**src/rst_seq_pkg.sv**
```systemverilog
// Shared constants and types for the reset source sequencer.
package rst_seq_pkg;
   // Register byte offsets.
   localparam logic [11:0] OFS_BO_CTRL = 12'h030;
   localparam logic [11:0] OFS_REG_CTRL = 12'h034;
   localparam logic [11:0] OFS_SOFT_RST0 = 12'h040;
   localparam logic [11:0] OFS_SOFT_RST1 = 12'h044;
   localparam logic [11:0] OFS_SOFT_RST2 = 12'h048;
   localparam logic [11:0] OFS_IRQ_STATUS = 12'h050;
   localparam logic [11:0] OFS_IRQ_MASK = 12'h054;
   localparam logic [11:0] OFS_CAUSE = 12'h05C;
   localparam logic [11:0] OFS_SYS_REQ = 12'h060;
   localparam logic [11:0] OFS_WDT_LOAD = 12'h100;
   localparam logic [11:0] OFS_WDT_VALUE = 12'h104;
   localparam logic [11:0] OFS_WDT_CTRL = 12'h108;
   localparam logic [11:0] OFS_WDT_ICLR = 12'h10C;
   localparam logic [11:0] OFS_WDT_RIS = 12'h110;
   // Field positions.
   localparam int BO_RESAMPLE_BIT = 0;
   localparam int BO_RESET_BIT = 1;
   localparam int BO_DELAY_LSB = 2;
   localparam int BO_DELAY_W = 14;
   localparam int TRIM_LSB = 0;
   localparam int TRIM_W = 4;
   localparam int REG_FAIL_RST_BIT = 31;
   localparam int SYS_REQ_BIT = 0;
   localparam int WDT_RUN_BIT = 0;
   localparam int WDT_RSTEN_BIT = 1;
   localparam int CAUSE_EXT = 0;
   localparam int CAUSE_POR = 1;
   localparam int CAUSE_BOR = 2;
   localparam int CAUSE_WDT = 3;
   localparam int CAUSE_SW = 4;
   localparam int CAUSE_REG = 5;
   localparam int CAUSE_W = 6;
   localparam int IRQ_BOR = 0;
   localparam int IRQ_REG = 1;
   localparam int IRQ_WDT = 2;
   localparam int IRQ_W = 3;
   localparam int SOFT_REGS = 3;
   localparam int SOFT_W = 32;
   // Reset values.
   localparam logic [31:0] BO_CTRL_RESET = 32'h0000_7FFD;
   localparam logic [31:0] REG_CTRL_RESET = 32'h0000_0000;
   localparam logic [31:0] WDT_LOAD_RESET = 32'hFFFF_FFFF;
   // Regulator trim range in millivolts.
   localparam int TRIM_BASE_MV = 2250;
   localparam int TRIM_TOP_MV = 2750;
   localparam int TRIM_STEP_MV = 50;
   localparam logic [3:0] TRIM_MAX =
      4'((TRIM_TOP_MV - TRIM_BASE_MV) / TRIM_STEP_MV);
   // Timing, derived from the 25 MHz system clock.
   localparam int CLK_MHZ = 25;
   localparam int SETTLE_TIME_MS = 15;
   localparam int SETTLE_CYCLES = SETTLE_TIME_MS * 1000 * CLK_MHZ;
   localparam int BOR_HOLD_TIME_US = 500;
   localparam int BOR_HOLD_CYCLES = BOR_HOLD_TIME_US * CLK_MHZ;
   localparam int INT_HOLD_TIME_NS = 320;
   localparam int INT_HOLD_CYCLES = (INT_HOLD_TIME_NS * CLK_MHZ + 999) / 1000;
   // Fetch step codes shown to the core.
   localparam logic [1:0] FETCH_NONE = 2'h0;
   localparam logic [1:0] FETCH_SP = 2'h1;
   localparam logic [1:0] FETCH_PC = 2'h2;
   localparam logic [1:0] FETCH_INSN = 2'h3;
   typedef enum logic [2:0] {
      ST_PIN_WAIT, ST_SETTLE, ST_INT_HOLD, ST_GET_SP, ST_GET_PC,
      ST_GET_INSN, ST_RUN
   } seq_state_type;
   typedef enum logic [1:0] {BO_IDLE, BO_RESAMPLE, BO_HOLD} bo_state_type;
endpackage

```
**src/wdt_ctl_if.sv**
```systemverilog
// Control and status bundle between the sequencer and its watchdog.
`timescale 1ns/1ns
interface wdt_ctl_if;
   logic [31:0] load_val;
   logic load_wr;
   logic run_en;
   logic rst_en;
   logic int_clr;
   logic [31:0] count;
   logic int_flag;
   logic rst_req;
   modport ctl (output load_val, load_wr, run_en, rst_en, int_clr,
                input count, int_flag, rst_req);
   modport wdt (input load_val, load_wr, run_en, rst_en, int_clr,
                output count, int_flag, rst_req);
endinterface
```
**src/reset_source_sequencer.sv**
```systemverilog
// Reset source gathering, cause recording and internal reset release.
// Functional notes
// - Six reset sources each start a sequence.
// - Cause flag set per source, sticky.
// - External pin cause clears all other flags.
// - Pin reset spares the test port controller.
// - Settle count runs after pin release.
// - Power-up waits for pin and power-on.
// - Release fetches stack, counter, then instruction.
// - Power-on reset only on first power-up.
// - Brown-out gives interrupt or reset by configuration.
// - Brown-out reset only when enabled; starts disabled.
// - Optional resample after delay before acting.
// - Brown-out held 500 us before release; code releases after the 320 ns internal hold.
// - Writing one resets the chosen peripheral.
// - Soft reset bits match clock gating bits.
// - System reset request resets whole system.
// - Watchdog interrupts, then resets on second time-out.
// - Regulator loss resets when enabled; starts disabled.
// - Trim selects 2.25 to 2.75 V, 50 mV steps.
`timescale 1ns/1ns
module reset_source_sequencer
   import rst_seq_pkg::*;
#(
   parameter int SETTLE_COUNT = SETTLE_CYCLES,
   parameter int BOR_HOLD_COUNT = BOR_HOLD_CYCLES
)
(
   // Clock and always-on reset.
   input wire logic SYS_CLK,
   input wire logic NRST,
   // Pin and supply monitors, asynchronous.
   input wire logic EXT_RST_N,
   input wire logic POR_DET,
   input wire logic BOR_DET,
   input wire logic REG_LOSS,
   // Register port.
   input wire logic [11:0] REG_ADDR,
   input wire logic [31:0] REG_WDATA,
   input wire logic REG_WR,
   input wire logic REG_RD,
   output logic [31:0] REG_RDATA,
   // Reset, boot, trim and interrupt outputs.
   output logic SYS_RST_N,
   output logic TAP_RST_N,
   output logic [SOFT_REGS*SOFT_W-1:0] PERIPH_RST_N,
   output logic [1:0] FETCH_STEP,
   output logic [3:0] REG_TRIM,
   output logic IRQ
);
   localparam logic [19:0] SETTLE_LAST = 20'(SETTLE_COUNT - 1);
   localparam logic [15:0] BOR_HOLD_LAST = 16'(BOR_HOLD_COUNT - 1);
   localparam logic [19:0] INT_HOLD_LAST = 20'(INT_HOLD_CYCLES - 1);

   // Clear-on-write-one with set priority.
   function automatic logic [7:0] w1c(input logic [7:0] cur,
                                      input logic [7:0] clr,
                                      input logic [7:0] set);
      w1c = (cur & ~clr) | set;
   endfunction

   // Keep the trim code inside the documented voltage span.
   function automatic logic [3:0] clamp_trim(input logic [3:0] code);
      clamp_trim = (code > TRIM_MAX) ? TRIM_MAX : code;
   endfunction

   logic [3:0] meta_q;
   logic [3:0] sync_q;
   seq_state_type state_q;
   logic [19:0] cnt_q;
   logic por_done_q;
   logic rst_n_q;
   logic tap_rst_n_q;
   logic [1:0] fetch_q;
   bo_state_type bo_q;
   logic [15:0] bo_cnt_q;
   logic [31:0] bo_ctrl_q;
   logic [31:0] reg_ctrl_q;
   logic [SOFT_REGS*SOFT_W-1:0] soft_q;
   logic [SOFT_REGS*SOFT_W-1:0] periph_q;
   logic sys_req_q;
   logic [IRQ_W-1:0] irq_st_q;
   logic [IRQ_W-1:0] irq_mask_q;
   logic irq_q;
   logic [CAUSE_W-1:0] cause_q;
   logic [31:0] wdt_load_q;
   logic [1:0] wdt_ctrl_q;
   logic reg_loss_q;
   logic wdt_int_q;
   logic [31:0] rdata_q;
   logic ext_on;
   logic por_on;
   logic bor_in;
   logic bo_act;
   logic bor_rst;
   logic reg_rst;
   logic int_req;
   logic taking;
   logic [CAUSE_W-1:0] cause_set;
   logic [IRQ_W-1:0] irq_evt;
   logic [7:0] cause_d;
   logic [7:0] irq_d;
   logic wr_cause;
   logic wr_irq;
   wdt_ctl_if wdt_bus ();

   wdt_core u_wdt (
      .clk(SYS_CLK),
      .nrst(NRST),
      .hold(~rst_n_q),
      .ctl(wdt_bus.wdt)
   );

   // Watchdog register fields steer the counter.
   assign wdt_bus.load_val = REG_WDATA;
   assign wdt_bus.load_wr = REG_WR && (REG_ADDR == OFS_WDT_LOAD);
   assign wdt_bus.run_en = wdt_ctrl_q[WDT_RUN_BIT];
   assign wdt_bus.rst_en = wdt_ctrl_q[WDT_RSTEN_BIT];
   assign wdt_bus.int_clr = REG_WR && (REG_ADDR == OFS_WDT_ICLR);

   // Two flip-flops for every asynchronous monitor input.
   always_ff @(posedge SYS_CLK) begin
      if (!NRST) begin
         meta_q <= 4'h3;
         sync_q <= 4'h3;
      end else begin
         meta_q <= {REG_LOSS, BOR_DET, POR_DET, EXT_RST_N};
         sync_q <= meta_q;
      end
   end

   assign ext_on = ~sync_q[0];
   assign por_on = sync_q[1] & ~por_done_q;
   assign bor_in = sync_q[2];

   // Brown-out acts now, or after the resample delay if still present.
   assign bo_act = ((bo_q == BO_IDLE) && bor_in &&
                    !bo_ctrl_q[BO_RESAMPLE_BIT]) ||
                   ((bo_q == BO_RESAMPLE) && bor_in &&
                    (bo_cnt_q[BO_DELAY_W-1:0] ==
                     bo_ctrl_q[BO_DELAY_LSB +: BO_DELAY_W]));
   assign bor_rst = bo_act && bo_ctrl_q[BO_RESET_BIT];
   assign reg_rst = sync_q[3] && reg_ctrl_q[REG_FAIL_RST_BIT];
   assign int_req = bor_rst | reg_rst | wdt_bus.rst_req | sys_req_q;
   assign taking = rst_n_q && int_req && !ext_on;

   // Cause bits for the internal sources taken this cycle.
   always_comb begin
      cause_set = '0;
      cause_set[CAUSE_BOR] = taking && bor_rst;
      cause_set[CAUSE_WDT] = taking && wdt_bus.rst_req;
      cause_set[CAUSE_SW] = taking && sys_req_q;
      cause_set[CAUSE_REG] = taking && reg_rst;
   end

   // Interrupt events: brown-out without reset, regulator loss, watchdog.
   always_comb begin
      irq_evt = '0;
      irq_evt[IRQ_BOR] = bo_act && !bo_ctrl_q[BO_RESET_BIT];
      irq_evt[IRQ_REG] = sync_q[3] && !reg_loss_q;
      irq_evt[IRQ_WDT] = wdt_bus.int_flag && !wdt_int_q;
   end

   // Main reset sequencer; the pin overrides every other state.
   always_ff @(posedge SYS_CLK) begin
      if (!NRST) begin
         state_q <= ST_PIN_WAIT;
         cnt_q <= '0;
      end else if (ext_on || por_on) begin
         state_q <= ST_PIN_WAIT;
         cnt_q <= '0;
      end else begin
         case (state_q)
            ST_PIN_WAIT: begin
               state_q <= ST_SETTLE;
               cnt_q <= '0;
            end
            ST_SETTLE: begin
               cnt_q <= cnt_q + 20'h0_0001;
               if (cnt_q == SETTLE_LAST) begin
                  state_q <= ST_GET_SP;
               end
            end
            ST_INT_HOLD: begin
               cnt_q <= cnt_q + 20'h0_0001;
               if (cnt_q == INT_HOLD_LAST) begin
                  state_q <= ST_GET_SP;
               end
            end
            ST_GET_SP: state_q <= taking ? ST_INT_HOLD : ST_GET_PC;
            ST_GET_PC: state_q <= taking ? ST_INT_HOLD : ST_GET_INSN;
            ST_GET_INSN: state_q <= taking ? ST_INT_HOLD : ST_RUN;
            ST_RUN: begin
               if (taking) begin
                  state_q <= ST_INT_HOLD;
                  cnt_q <= '0;
               end
            end
            default: state_q <= ST_PIN_WAIT;
         endcase
         if (taking) begin
            cnt_q <= '0;
         end
      end
   end

   // Power-on is honoured once; later monitor pulses are ignored.
   always_ff @(posedge SYS_CLK) begin
      if (!NRST) begin
         por_done_q <= 1'b0;
      end else if (state_q == ST_PIN_WAIT && !sync_q[1] && !ext_on) begin
         por_done_q <= 1'b1;
      end
   end

   // Reset outputs come from flops; PERIPH_RST_N leaves reset one cycle after SYS_RST_N.
   always_ff @(posedge SYS_CLK) begin
      if (!NRST) begin
         rst_n_q <= 1'b0;
         tap_rst_n_q <= 1'b0;
      end else begin
         rst_n_q <= !ext_on && !por_on && !taking &&
                    (state_q == ST_GET_SP || state_q == ST_GET_PC ||
                     state_q == ST_GET_INSN || state_q == ST_RUN);
         tap_rst_n_q <= por_done_q;
      end
   end

   // Boot fetch order after release: stack, counter, instruction.
   always_ff @(posedge SYS_CLK) begin
      if (!NRST || ext_on || por_on || taking) begin
         fetch_q <= FETCH_NONE;
      end else begin
         case (state_q)
            ST_GET_SP: fetch_q <= FETCH_SP;
            ST_GET_PC: fetch_q <= FETCH_PC;
            ST_GET_INSN: fetch_q <= FETCH_INSN;
            default: fetch_q <= FETCH_NONE;
         endcase
      end
   end

   // Brown-out filter and 500 us lockout before a new detection counts.
   always_ff @(posedge SYS_CLK) begin
      if (!NRST) begin
         bo_q <= BO_IDLE;
         bo_cnt_q <= '0;
      end else begin
         case (bo_q)
            BO_IDLE: begin
               bo_cnt_q <= '0;
               if (bor_in) begin
                  bo_q <= bo_act ? BO_HOLD : BO_RESAMPLE;
               end
            end
            BO_RESAMPLE: begin
               bo_cnt_q <= bo_cnt_q + 16'h0001;
               if (bo_cnt_q[BO_DELAY_W-1:0] ==
                   bo_ctrl_q[BO_DELAY_LSB +: BO_DELAY_W]) begin
                  bo_q <= bor_in ? BO_HOLD : BO_IDLE;
                  bo_cnt_q <= '0;
               end
            end
            BO_HOLD: begin
               bo_cnt_q <= bo_cnt_q + 16'h0001;
               if (bo_cnt_q == BOR_HOLD_LAST) begin
                  bo_q <= BO_IDLE;
               end
            end
            default: bo_q <= BO_IDLE;
         endcase
      end
   end

   // Configuration returns to defaults on pin and power-on resets.
   always_ff @(posedge SYS_CLK) begin
      if (!NRST || state_q == ST_PIN_WAIT) begin
         bo_ctrl_q <= BO_CTRL_RESET;
         reg_ctrl_q <= REG_CTRL_RESET;
      end else if (REG_WR && REG_ADDR == OFS_BO_CTRL) begin
         bo_ctrl_q <= {16'h0000, REG_WDATA[15:0]};
      end else if (REG_WR && REG_ADDR == OFS_REG_CTRL) begin
         reg_ctrl_q <= {REG_WDATA[31], 27'h000_0000,
                        clamp_trim(REG_WDATA[3:0])};
      end
   end

   // Peripheral soft resets; bit n of register k drives unit k*32+n.
   always_ff @(posedge SYS_CLK) begin
      if (!NRST || !rst_n_q) begin
         soft_q <= '0;
      end else if (REG_WR) begin
         for (int k = 0; k < SOFT_REGS; k++) begin
            if (REG_ADDR == OFS_SOFT_RST0 + 12'(4 * k)) begin
               soft_q[k*SOFT_W +: SOFT_W] <= REG_WDATA;
            end
         end
      end
   end

   // Every clock domain of a unit sees the same active-low reset.
   always_ff @(posedge SYS_CLK) begin
      if (!NRST) begin
         periph_q <= '0;
      end else begin
         periph_q <= ~(soft_q | {(SOFT_REGS*SOFT_W){~rst_n_q}});
      end
   end

   // System reset request and watchdog set-up registers.
   always_ff @(posedge SYS_CLK) begin
      if (!NRST || !rst_n_q) begin
         sys_req_q <= 1'b0;
         wdt_ctrl_q <= 2'h0;
         wdt_load_q <= WDT_LOAD_RESET;
      end else begin
         if (REG_WR && REG_ADDR == OFS_SYS_REQ) begin
            sys_req_q <= REG_WDATA[SYS_REQ_BIT];
         end
         if (REG_WR && REG_ADDR == OFS_WDT_CTRL) begin
            wdt_ctrl_q <= REG_WDATA[1:0];
         end
         if (wdt_bus.load_wr) begin
            wdt_load_q <= REG_WDATA;
         end
      end
   end

   // Cause flags survive internal resets; the pin leaves only its own.
   assign wr_cause = REG_WR && REG_ADDR == OFS_CAUSE;
   assign cause_d = w1c({2'b00, cause_q},
                        wr_cause ? REG_WDATA[7:0] : 8'h00,
                        {2'b00, cause_set});
   always_ff @(posedge SYS_CLK) begin
      if (!NRST) begin
         cause_q <= '0;
      end else if (ext_on) begin
         cause_q <= CAUSE_W'(1 << CAUSE_EXT);
      end else if (state_q == ST_PIN_WAIT && !por_done_q && !sync_q[1]) begin
         cause_q <= cause_d[CAUSE_W-1:0] | CAUSE_W'(1 << CAUSE_POR);
      end else begin
         cause_q <= cause_d[CAUSE_W-1:0];
      end
   end

   // Sticky interrupt status, mask and the level output.
   assign wr_irq = REG_WR && REG_ADDR == OFS_IRQ_STATUS;
   assign irq_d = w1c({5'h00, irq_st_q}, wr_irq ? REG_WDATA[7:0] : 8'h00,
                      {5'h00, irq_evt});
   always_ff @(posedge SYS_CLK) begin
      if (!NRST) begin
         irq_st_q <= '0;
         irq_mask_q <= '0;
         irq_q <= 1'b0;
         reg_loss_q <= 1'b0;
         wdt_int_q <= 1'b0;
      end else begin
         irq_st_q <= irq_d[IRQ_W-1:0];
         if (REG_WR && REG_ADDR == OFS_IRQ_MASK) begin
            irq_mask_q <= REG_WDATA[IRQ_W-1:0];
         end
         irq_q <= |(irq_st_q & irq_mask_q);
         reg_loss_q <= sync_q[3];
         wdt_int_q <= wdt_bus.int_flag;
      end
   end

   // Read data stand only in the cycle after the strobe.
   always_ff @(posedge SYS_CLK) begin
      if (!NRST || !REG_RD) begin
         rdata_q <= 32'h0000_0000;
      end else begin
         case (REG_ADDR)
            OFS_BO_CTRL: rdata_q <= bo_ctrl_q;
            OFS_REG_CTRL: rdata_q <= reg_ctrl_q;
            OFS_SOFT_RST0: rdata_q <= soft_q[31:0];
            OFS_SOFT_RST1: rdata_q <= soft_q[63:32];
            OFS_SOFT_RST2: rdata_q <= soft_q[95:64];
            OFS_IRQ_STATUS: rdata_q <= {29'h0000_0000, irq_st_q};
            OFS_IRQ_MASK: rdata_q <= {29'h0000_0000, irq_mask_q};
            OFS_CAUSE: rdata_q <= {26'h000_0000, cause_q};
            OFS_SYS_REQ: rdata_q <= {31'h0000_0000, sys_req_q};
            OFS_WDT_LOAD: rdata_q <= wdt_load_q;
            OFS_WDT_VALUE: rdata_q <= wdt_bus.count;
            OFS_WDT_CTRL: rdata_q <= {30'h0000_0000, wdt_ctrl_q};
            OFS_WDT_RIS: rdata_q <= {31'h0000_0000, wdt_bus.int_flag};
            default: rdata_q <= 32'h0000_0000;
         endcase
      end
   end

   assign REG_RDATA = rdata_q;
   assign SYS_RST_N = rst_n_q;
   assign TAP_RST_N = tap_rst_n_q;
   assign PERIPH_RST_N = periph_q;
   assign FETCH_STEP = fetch_q;
   assign REG_TRIM = reg_ctrl_q[TRIM_LSB +: TRIM_W];
   assign IRQ = irq_q;
endmodule

```
**src/wdt_core.sv**
```systemverilog
// Two-stage watchdog: interrupt on first time-out, reset on second.
`timescale 1ns/1ns
module wdt_core
   import rst_seq_pkg::*;
(
   // Clock and resets.
   input wire logic clk,
   input wire logic nrst,
   input wire logic hold,
   // Control from the sequencer.
   wdt_ctl_if.wdt ctl
);
   logic [31:0] count_q;
   logic int_q;
   logic rst_q;
   logic zero;

   assign zero = (count_q == 32'h0000_0000);
   assign ctl.count = count_q;
   assign ctl.int_flag = int_q;
   assign ctl.rst_req = rst_q;

   // Count down; every zero reloads from the load value.
   always_ff @(posedge clk) begin
      if (!nrst || hold) begin
         count_q <= WDT_LOAD_RESET;
      end else if (ctl.load_wr) begin
         count_q <= ctl.load_val;
      end else if (ctl.run_en) begin
         count_q <= zero ? ctl.load_val : count_q - 32'h0000_0001;
      end
   end

   // First time-out raises the interrupt; a set beats a clear.
   always_ff @(posedge clk) begin
      if (!nrst || hold) begin
         int_q <= 1'b0;
      end else if (ctl.run_en && zero) begin
         int_q <= 1'b1;
      end else if (ctl.int_clr) begin
         int_q <= 1'b0;
      end
   end

   // Second time-out with the interrupt still pending asks for reset.
   always_ff @(posedge clk) begin
      if (!nrst || hold) begin
         rst_q <= 1'b0;
      end else begin
         rst_q <= ctl.run_en && zero && int_q && ctl.rst_en;
      end
   end
endmodule

```
**config.mk**
```make
export PLATFORM = sky130hd
export DESIGN_NAME = reset_source_sequencer
export DESIGN_NICKNAME = d
export VERILOG_FILES = /design/src/rst_seq_pkg.sv /design/src/wdt_ctl_if.sv /design/src/reset_source_sequencer.sv /design/src/wdt_core.sv
export SDC_FILE = /design/constraint.sdc
export NUM_CORES = 1
export LEC_CHECK = 0
export BUFFER_PORTS_ARGS = -buffer_cell sky130_fd_sc_hd__buf_4
export CAP_MARGIN = 40
export CORE_MARGIN = 4
export CORE_UTILIZATION = 53
export DETAILED_ROUTE_END_ITERATION = 8
export PLACE_DENSITY_LB_ADDON = 0.25
export SLEW_MARGIN = 20
export SYNTH_ARGS = -nofsm -noshare
export SYNTH_HDL_FRONTEND = slang
export SYNTH_SLANG_ARGS = --single-unit
```
**constraint.sdc**
```tcl
create_clock -name SYS_CLK -period 2.5 [get_ports SYS_CLK]
set_clock_uncertainty 0.05 [all_clocks]
set_input_delay 0.125 -clock SYS_CLK [delete_from_list [all_inputs] [get_ports SYS_CLK]]
set_output_delay 0.125 -clock SYS_CLK [all_outputs]
set_load 0.05 [all_outputs]
```
==> impl_metrics.env, run 1 <==
export IMPL_status="complete, no violations"
export IMPL_powerDensity_mw_per_mm2=649
export IMPL_seqCellArea_sq_mm=0.00767
export IMPL_ys_async_sr_fraction_pct=0
export IMPL_dp_cells=2391
export IMPL_syn_nets=1931
export IMPL_finalCritPeriodShare_pct=95.0
export IMPL_ant_nets=0
export IMPL_ys_seq_area_share_pct=48.6
export IMPL_synth_compound_area_share_pct=15.6
export IMPL_multi_input_area_sq_mm=0.00753
export IMPL_p_leak_nw=7.58
export IMPL_clk_pin_slew_ns=0.07
export IMPL_arrival_ns=2.74
export IMPL_drive_gt1_share_pct=19.6
export IMPL_crit_path_max_incr_delay_ns=0.47
export IMPL_cts_buffer_depth=3
export IMPL_synth_top_family_by_area="simple AND/OR/NAND/NOR gates"
export IMPL_setup_tns_ns=0
export IMPL_cts_buffers=40
export IMPL_cp_data_required_time_ns=2.87
export IMPL_synthSimpleGateAreaFrac_pct=25.6
export IMPL_first_iter_violations=1450
export IMPL_track_usage_pct=29.4
export IMPL_rr_startpoint="u_wdt.ctl.count[0]"
export IMPL_clock_latency_ns=0.54
export IMPL_grt_pass1_vias=14100
export IMPL_wl_um=50200
export IMPL_ys_warn_count=0
export IMPL_cp_slowest_cell="or4b_4"
export IMPL_root_buffer="clkbuf_16"
export IMPL_startpoint="u_wdt.ctl.count[0]"
export IMPL_core_area_sq_mm=0.0290
export IMPL_hold_viol=0
export IMPL_finalSetupViolations=0
export IMPL_max_cap_violations=0
export IMPL_fin_nets=2157
export IMPL_vias=15000
export IMPL_r2r_setup_slack_ns=0.13
export IMPL_grt_ovfl_total=0
export IMPL_wl_per_cell_um=20.0
export IMPL_syn_inst=1871
export IMPL_synth_seq_cells=383
export IMPL_die_area_sq_mm=0.0326
export IMPL_dieHeight_um=181
export IMPL_synth_edff_count=0
export IMPL_tightest_slew_ns=0.708
export IMPL_grt_max_degree=86
export IMPL_min_path_type="in2reg"
export IMPL_num_io_pins=189
export IMPL_timing_final_ws_setup_ns=0.125
export IMPL_netlist_area_sq_mm=0.0158
export IMPL_vdd_drop_max_v=0.000487
export IMPL_routed_via_density=5.97
export IMPL_final_cells=2510
export IMPL_rows=62
export IMPL_r2r_end="u_wdt.ctl.count[17]"
export IMPL_antenna_found_initial=0
export IMPL_layout_area_overhead_vs_synth_pct=24.7
export IMPL_htreeDepth=2
export IMPL_drtPass1Iterations=7
export IMPL_path_class="reg2reg"
export IMPL_grt_pass1_wl_um=79000
export IMPL_place_congestion=0.923
export IMPL_synth_fa_ha_area_share_pct=0.634
export IMPL_initial_core_util_pct=54.4
export IMPL_num_antenna_cells=0
export IMPL_endpoint_kind="register"
export IMPL_endpoint="u_wdt.ctl.count[17]"
export IMPL_rr_worst_depth=8
export IMPL_synth_mux_area_share_pct=4.34
export IMPL_slew_viol_final=0
export IMPL_syn_area_per_cell_sq_um=8.43
export IMPL_slew_headroom_pct=52.8
export IMPL_cp_start_kind="register"
export IMPL_final_core_util_pct=67.8
export IMPL_finalPower_mw=12.8
export IMPL_critPathMaxFanout=5
export IMPL_dieWidth_um=181
export IMPL_synthXorXnorAreaFrac_pct=1.22
export IMPL_path_cells="inv_1 > ha_1 > or4b_4 > nor4_4 > nand3_2 > nand3_4 > o41ai_1 > a211o_1"
export IMPL_drcViolationCount=0
export IMPL_fmax_mhz=421
export IMPL_post_dp_hpwl_um=34400
export IMPL_synth_top_flop_cell="dfxtp_1"
export IMPL_cts_sinks=383
export IMPL_io_buffers=188
export IMPL_min_period_ns=2.37
export IMPL_cts_tree="done"
export IMPL_dp_slack_ns=0.0508
export IMPL_synth_distinct_cells=86
export IMPL_fillers=2393
[placed cells by master (no fill, tap or decap), types with 22 or more instances in the layout]
master and count:
nand3_1 82, a222oi_1 22, a21oi_1 178, clkbuf_16 42, o21ai_0 40, buf_4 261, nand2_1 408, mux2i_1 29
nor2_1 184, mux2_2 35, dlygate4sd3_1 41, dfxtp_1 383
[layer usage]
metal	track usage [%]	routed length, um	vias up
met5	0	0	-
met4	8.77	1410	0
met3	4.78	4480	114
met2	46.6	22800	767
met1	41.7	21600	7113
li1	-	-	6981
[flip-flops by register name (all words and copies together), names as in the netlist, 2 cells and up]
register and cells:
meta_q 4, PERIPH_RST_N 96, cnt_q 20, bo_ctrl_q 16, irq_mask_q 3, wdt_ctrl_q 2
cause_q 6, state_q 3, REG_RDATA 32, u_wdt.ctl.count 32, reg_ctrl_q 5, irq_st_q 3
bo_cnt_q 16, bo_q 2, sync_q 4, wdt_load_q 32, FETCH_STEP 2, soft_q 96
[cells in the mapped netlist, drive strengths merged, types with 20 or more instances]
master  number  share of area (%)
nand2      411                9.8
dfxtp      383                 49
nor2       190                4.6
a21oi      179                5.7
clkbuf      86                2.1
nand3       85                2.8
o21ai       49                1.6
buf         40                1.5
mux2        35                2.5
mux2i       29                1.8
nor3        26                1.0
nor4        25                1.5
a222oi      22                1.4
inv         22               0.52
xor2        21                1.2
nand4       20               0.83
[report_power, final]
| group | switching (mW) | total, mW | leakage, nW | internal, mW |
|---|---|---|---|---|
| Combinational | 0.241 | 0.407 | 3.80 | 0.167 |
| Clock | 2.46 | 6.24 | 0.688 | 3.78 |
| Sequential | 0.00897 | 6.12 | 3.09 | 6.11 |
[worst max-delay path, delay by kind of cell (launching register included)]
kind / cells / cell delay, ns
flip-flops: 1 / 0.31
AND/OR/NAND/NOR: 4 / 1.22
AO/OA/AOI/OAI: 2 / 0.38
adder cells (fa/ha/maj): 1 / 0.18
buffers and inverters: 1 / 0.11
[final cells by class]
| type | count | area share [%] |
|---|---|---|
| inverters | 22 | 0.420 |
| clock buffers | 58 | 6.15 |
| well taps | 384 | 2.44 |
| repair buffers | 310 | 12.9 |
| flip-flops and latches | 383 | 39.0 |
| clock inverters | 13 | 0.928 |
| multi-input cells | 1340 | 38.3 |
[worst min path at each step]
stage | from | cells after the start | slack (ns) | endpoint
2_1_floorplan | EXT_RST_N | 1 | 0.18 | meta_q[0]
3_3_place_gp | EXT_RST_N | 2 | 0.26 | meta_q[0]
3_5_place_dp | POR_DET | 2 | 0.27 | meta_q[1]
4_1_cts | REG_ADDR[10] | 5 | 0.02 | REG_RDATA[3]
5_1_grt | REG_ADDR[10] | 5 | 0.06 | REG_RDATA[3]
6_report | REG_ADDR[9] | 5 | 0.05 | REG_RDATA[3]
[cell families (layout without fill, tap and decap cells)]
logic type      count (synthesis)  after routing
compound gates                382            382
xor+xnor                       22             22
fa+ha+maj                       8              8
buf+inv                       148            403
flops                         383            383
mux                            64             64
simple gates                  864            864
[stage by stage]
stage / hold WS (ns) / instance area [sq um]
final: 0.0455 / 19700
after global routing: 0.0602 / 19700
after global placement: 0.261 / 17800
after CTS: 0.0227 / 19600
after floorplan: 0.176 / 15800
after detailed placement: 0.267 / 17800
[timing repair]
item                                    4_1_cts  5_1_grt
hold buffers                                 41        0
endpoints found under the hold margin       193        0
endpoints found under the setup margin        0        6
resized for setup                             0        7
setup buffers                                 0        6
No activity file was read; power rests on OpenSTA's default activity.
==> run 2: changes to the inputs <==
--- a/config.mk
+++ b/config.mk
@@ -5,6 +5,7 @@
 export SDC_FILE = /design/constraint.sdc
 export NUM_CORES = 1
 export LEC_CHECK = 0
+export ABC_AREA = 1
 export BUFFER_PORTS_ARGS = -buffer_cell sky130_fd_sc_hd__buf_4
 export CAP_MARGIN = 40
 export CORE_MARGIN = 4
@@ -14,4 +15,5 @@
 export SLEW_MARGIN = 20
 export SYNTH_ARGS = -nofsm -noshare
 export SYNTH_HDL_FRONTEND = slang
+export SYNTH_HIERARCHICAL = 1
 export SYNTH_SLANG_ARGS = --single-unit
==> run 2 against run 1 <==
Non-clock buffer count shrank 41. Register-to-register slack better by 0.19 ns. Sequential cell count stayed put. Synthesized area is 2.0% higher. Setup slack better by 0.19 ns. Maximum frequency up 8.5%. Combinational power is 63% higher. Core utilization decreased by 2.0 points. Final area is 0.29% lower. Total power is 0.28% lower. Sequential share of layout area grew 0.11 points. Largest power group is now sequential cells.
==> impl_metrics.env, run 2 <==
export IMPL_setup_tns_ns=0
export IMPL_grt_pass1_vias=14400
export IMPL_first_iter_violations=1524
export IMPL_vdd_drop_max_v=0.000702
export IMPL_wl_per_cell_um=17.4
export IMPL_rows=63
export IMPL_min_path_type="in2reg"
export IMPL_critPathMaxFanout=64
export IMPL_rr_startpoint="u_wdt/ctl.count[24]"
export IMPL_synth_area_top_cells="dfxtp_1, nand2_1, inv_1"
export IMPL_status="complete, no violations"
export IMPL_fmax_mhz=457
export IMPL_synth_distinct_cells=54
export IMPL_finalCritPeriodShare_pct=87.6
export IMPL_place_congestion=0.970
export IMPL_layout_area_overhead_vs_synth_pct=21.9
export IMPL_cts_sinks=383
export IMPL_finalPower_mw=12.7
export IMPL_dieWidth_um=182
export IMPL_grt_pass1_wl_um=76700
export IMPL_drtPass1Iterations=6
export IMPL_cts_tree="done"
export IMPL_fin_nets=2444
export IMPL_yosysTopAreaCell="dfxtp_1"
export IMPL_rsz0062_at_grt="false"
export IMPL_grt_ovfl_total=0
export IMPL_syn_inst=2174
export IMPL_post_dp_hpwl_um=33500
export IMPL_layout_commonest_cell="dfxtp_1"
export IMPL_powerDensity_mw_per_mm2=649
export IMPL_cp_data_required_time_ns=2.84
export IMPL_synth_top_family_by_area="simple AND/OR/NAND/NOR gates"
export IMPL_mostFrequentLayoutCells="dfxtp_1, nand2_1, inv_1, nor2_1, buf_4"
export IMPL_drive_gt1_share_pct=15.2
export IMPL_drcViolationCount=0
export IMPL_holdPathStages=5
export IMPL_r2r_setup_slack_ns=0.32
export IMPL_p_leak_nw=8.25
export IMPL_clock_latency_ns=0.54
export IMPL_dp_cells=2681
export IMPL_num_antenna_cells=0
export IMPL_die_area_sq_mm=0.0332
export IMPL_synth_fa_ha_area_share_pct=0.622
export IMPL_vias=15400
export IMPL_synth_seq_cells=383
export IMPL_max_cap_violations=0
export IMPL_cts_resized=0
export IMPL_yosysMostFrequentCell="dfxtp_1"
export IMPL_antenna_found_initial=0
export IMPL_synth_mux_area_share_pct=0
export IMPL_synth_top_cell_area_share_pct=47.6
export IMPL_syn_nets=2234
export IMPL_synth_compound_area_share_pct=18.1
export IMPL_cts_buffers=40
export IMPL_ys_async_sr_fraction_pct=0
export IMPL_slew_headroom_pct=45.2
export IMPL_initial_core_util_pct=54.0
export IMPL_hold_viol=0
export IMPL_num_io_pins=189
export IMPL_ys_warn_count=6
export IMPL_finalSetupViolations=0
export IMPL_min_period_ns=2.19
export IMPL_hold_path_end="sys_req_q"
export IMPL_wl_um=48800
export IMPL_path_class="in2reg"
export IMPL_endpoint_kind="register"
export IMPL_slew_viol_final=0
export IMPL_arrival_ns=2.53
export IMPL_ant_nets=0
export IMPL_clk_pin_slew_ns=0.06
export IMPL_synth_top_flop_cell="dfxtp_1"
export IMPL_core_area_sq_mm=0.0298
export IMPL_ys_seq_area_share_pct=47.6
export IMPL_rr_worst_depth=8
export IMPL_final_cells=2805
export IMPL_r2r_end="u_wdt/ctl.count[16]"
export IMPL_synth_commonest_cells="dfxtp_1, nand2_1, inv_1, nor2_1, a21oi_1"
export IMPL_root_buffer="clkbuf_16"
export IMPL_synth_edff_count=0
export IMPL_min_delay_start="REG_ADDR[5]"
export IMPL_syn_area_per_cell_sq_um=7.41
export IMPL_synthXorXnorAreaFrac_pct=0.925
export IMPL_cts_buffer_depth=3
export IMPL_io_buffers=188
export IMPL_tightest_slew_ns=0.821
export IMPL_synthSimpleGateAreaFrac_pct=22.0
export IMPL_netlist_area_sq_mm=0.0161
export IMPL_htreeDepth=2
export IMPL_dieHeight_um=182
export IMPL_whs_ns=0.0656
export IMPL_routed_via_density=5.50
export IMPL_cp_start_kind="primary input"
export IMPL_grt_max_degree=99
export IMPL_track_usage_pct=28.2
run 2: cell count changes after synthesis, moves of 22 or more:
cell and delta:
a222oi_1 -22, clkbuf_1 -22, nor2_1 +49, o21ai_0 +124, nand2_1 -27, mux2i_1 -29, mux2_2 -35, inv_1 +280
o22ai_1 +49
run 2: power breakdown:
group	switching, mW	internal [mW]	leakage (nW)
Sequential	0.0350	6.15	3.09
Combinational	0.430	0.232	4.53
Clock	2.48	3.42	0.624
run 2: kinds of logic after synthesis:
logic type,count (synthesis)
fa+ha+maj,8
compound gates,518
buf+inv,427
simple gates,821
flops,383
xor+xnor,17
run 2: layout make-up:
class,instances,area [sq um]
fill,2570,10200
sequential,383,7670
multi-input combinational,1365,6740
timing repair buffer,269,2200
inverter,325,1220
clock buffer,54,1090
tap,390,488
clock inverter,19,213
run 2: critical path, stage by stage:
cell,delay (ns)
dlygate4sd3_1,0.53
buf_4,0.16
inv_1,0.08
nand3_1,0.14
nor2_4,0.28
nand2_2,0.21
inv_2,0.22
nand2_2,0.06
buf_4,0.33
o21ai_0,0.28
a21oi_1,0.07
run 2: repair_timing:
action / in CTS / in global routing
hold endpoints to repair: 203 / 0
hold buffers: 43 / 0
buffers inserted: 0 / 6
setup endpoints to repair: 0 / 31
run 2: worst max-delay path by stage:
stage | from | end | slack (ns) | cells after the start
finish | REG_ADDR[3] | soft_q[45] | 0.31 | 11
global route | REG_ADDR[3] | soft_q[45] | 0.19 | 11
CTS | u_wdt/ctl.count[24] | u_wdt/ctl.count[24] | 0.09 | 9
detailed placement | u_wdt/ctl.count[24] | u_wdt/ctl.count[24] | 0.11 | 9
global placement | u_wdt/ctl.count[24] | u_wdt/ctl.count[26] | 0.16 | 9
floorplan | REG_WR | u_wdt/ctl.count[0] | 0.38 | 10
run 2: stage by stage:
stage               cell area (sq um)  worst slack (ns)  util [%]
global route                    19600             0.185      65.9
detailed placement              17800             0.109      59.8
global placement                17800             0.163      59.7
CTS                             19600            0.0916      65.7
floorplan                       16100             0.376         -
finish                          19600             0.311      65.9
run 2: routing by layer:
metal	global-route usage [%]	share of wire [%]	wire length [um]
met3	4.62	7.9	3860
met1	39.4	44	21400
met4	9.01	3.1	1530
met2	44.9	45	22000
met5	0	0	0
==> run 3: changes to the inputs <==
--- a/config.mk
+++ b/config.mk
@@ -12,6 +12,7 @@
 export CORE_UTILIZATION = 53
 export DETAILED_ROUTE_END_ITERATION = 8
 export PLACE_DENSITY_LB_ADDON = 0.25
+export RECOVER_POWER = 100
 export SLEW_MARGIN = 20
 export SYNTH_ARGS = -nofsm -noshare
 export SYNTH_HDL_FRONTEND = slang
==> run 3 against run 2 <==
Critical path depth shrank 6. Total power down 0.22%. Maximum frequency decreased by 4.1%. Via count fell by 0.48%. Sequential share of layout area rose by 1.3 points. Clock power barely moved. Final area shrank 3.2%. Core utilization decreased by 2.1 points. Cell count unchanged. Global-route usage did not move. Hold slack lost 0.0045 ns. Sequential power about the same. Critical path type is now reg2reg. Largest power group unchanged.
==> impl_metrics.env, run 3 (synthesis results as in run 2) <==
export IMPL_cp_start_kind="register"
export IMPL_finalSetupViolations=0
export IMPL_die_area_sq_mm=0.0332
export IMPL_antenna_found_initial=0
export IMPL_track_usage_pct=28.2
export IMPL_io_buffers=188
export IMPL_post_dp_hpwl_um=33500
export IMPL_num_antenna_cells=0
export IMPL_endpoint_kind="register"
export IMPL_arrival_ns=2.69
export IMPL_dieWidth_um=182
export IMPL_rsz0062_at_grt="false"
export IMPL_fmax_mhz=438
export IMPL_first_iter_violations=1579
export IMPL_hold_viol=0
export IMPL_clock_latency_ns=0.54
export IMPL_rows=63
export IMPL_grt_ovfl_total=0
export IMPL_grt_pass1_wl_um=76700
export IMPL_dieHeight_um=182
export IMPL_layout_area_overhead_vs_synth_pct=18.1
export IMPL_drcViolationCount=0
export IMPL_min_path_type="in2reg"
export IMPL_slew_headroom_pct=23.3
export IMPL_whs_ns=0.0610
export IMPL_powerDensity_mw_per_mm2=669
export IMPL_cts_sinks=383
export IMPL_vdd_drop_max_v=0.000688
export IMPL_tightest_slew_ns=1.15
export IMPL_drive_gt1_share_pct=8.82
export IMPL_fin_nets=2444
export IMPL_max_cap_violations=0
export IMPL_drtPass1Iterations=6
export IMPL_slew_viol_final=0
export IMPL_vias=15400
export IMPL_cts_tree="done"
export IMPL_critPathMaxFanout=49
export IMPL_clk_pin_slew_ns=0.06
export IMPL_initial_core_util_pct=54.0
export IMPL_wl_per_cell_um=17.4
export IMPL_root_buffer="clkbuf_16"
export IMPL_ant_nets=0
export IMPL_cp_data_required_time_ns=2.91
export IMPL_cts_resized=0
export IMPL_core_area_sq_mm=0.0298
export IMPL_routed_via_density=5.48
export IMPL_finalCritPeriodShare_pct=91.3
export IMPL_grt_pass1_vias=14400
export IMPL_place_congestion=0.970
export IMPL_num_io_pins=189
export IMPL_setup_tns_ns=0
export IMPL_layout_commonest_cell="nand2_1"
export IMPL_min_period_ns=2.28
export IMPL_wl_um=48800
export IMPL_p_leak_nw=7.63
export IMPL_cts_buffers=40
export IMPL_cts_buffer_depth=3
export IMPL_path_class="reg2reg"
export IMPL_htreeDepth=2
export IMPL_status="complete, no violations"
export IMPL_grt_max_degree=99
export IMPL_mostFrequentLayoutCells="nand2_1, dfxtp_1, inv_1, nor2_1, a21oi_1"
==> run 3: path summary, 6_finish.rpt <==
kind / from / to / slack [ns] / cells after the start
worst max-delay path: SYS_RST_N / soft_q[4] / 0.22 / 5
worst min-delay path: REG_ADDR[0] / u_wdt/ctl.int_flag / 0.06 / 5
worst max register to register: SYS_RST_N / soft_q[4] / 0.22 / 5
worst min register to register: soft_q[94] / PERIPH_RST_N[94] / 0.36 / 1
==> run 3: cell type report <==
type	instances	area, sq um
tap	390	488
multi-input combinational	1365	6670
inverter	325	1220
timing repair buffer	269	1650
sequential	383	7670
clock inverter	19	213
clock buffer	54	1090
fill	2716	10800
==> run 3: power by group <==
group / leakage [nW] / internal [mW] / switching, mW / total, mW
combinational: 3.91 / 0.214 / 0.416 / 0.630
sequential: 3.09 / 6.15 / 0.0346 / 6.18
clock: 0.624 / 3.42 / 2.48 / 5.90
total: 7.63 / 9.78 / 2.93 / 12.7
==> run 3: worst max-delay path, stage by stage (launching register included) <==
cell	delay [ns]
dfxtp_1	0.53
nand2_1	0.18
inv_1	0.43
clkbuf_4	0.62
o21ai_0	0.21
a21oi_1	0.16
==> run 3: metrics by stage <==
stage / cell area [sq um] / worst slack [ns] / total power, mW / cells / util, %
6_report: 19000 / 0.217 / 12.7 / 2805 / 63.8
5_1_grt: 19000 / 0.120 / 13.1 / 2805 / 63.8
4_1_cts: 19600 / 0.0916 / 12.8 / 2797 / 65.7
3_5_place_dp: 17800 / 0.109 / 6.92 / 2681 / 59.8
3_3_place_gp: 17800 / 0.163 / 6.90 / 2680 / 59.7
2_1_floorplan: 16100 / 0.376 / 6.67 / 2174 / -
==> run 3: metal layers <==
| metal | wire length, um | share of wire [%] | global-route usage, % | vias to the layer above |
|---|---|---|---|---|
| met5 | 0 | 0 | 0 | - |
| met4 | 1500 | 3.1 | 9.01 | 0 |
| met3 | 3950 | 8.1 | 4.62 | 114 |
| met2 | 22000 | 45 | 44.9 | 668 |
| met1 | 21400 | 44 | 39.4 | 7092 |
| li1 | - | - | - | 7491 |
==> run 3: timing repair <==
action                                 in CTS  in global routing
setup endpoints to repair                   0                 31
setup buffers                               0                  6
hold buffers                               43                  0
endpoints found under the hold margin     203                  0
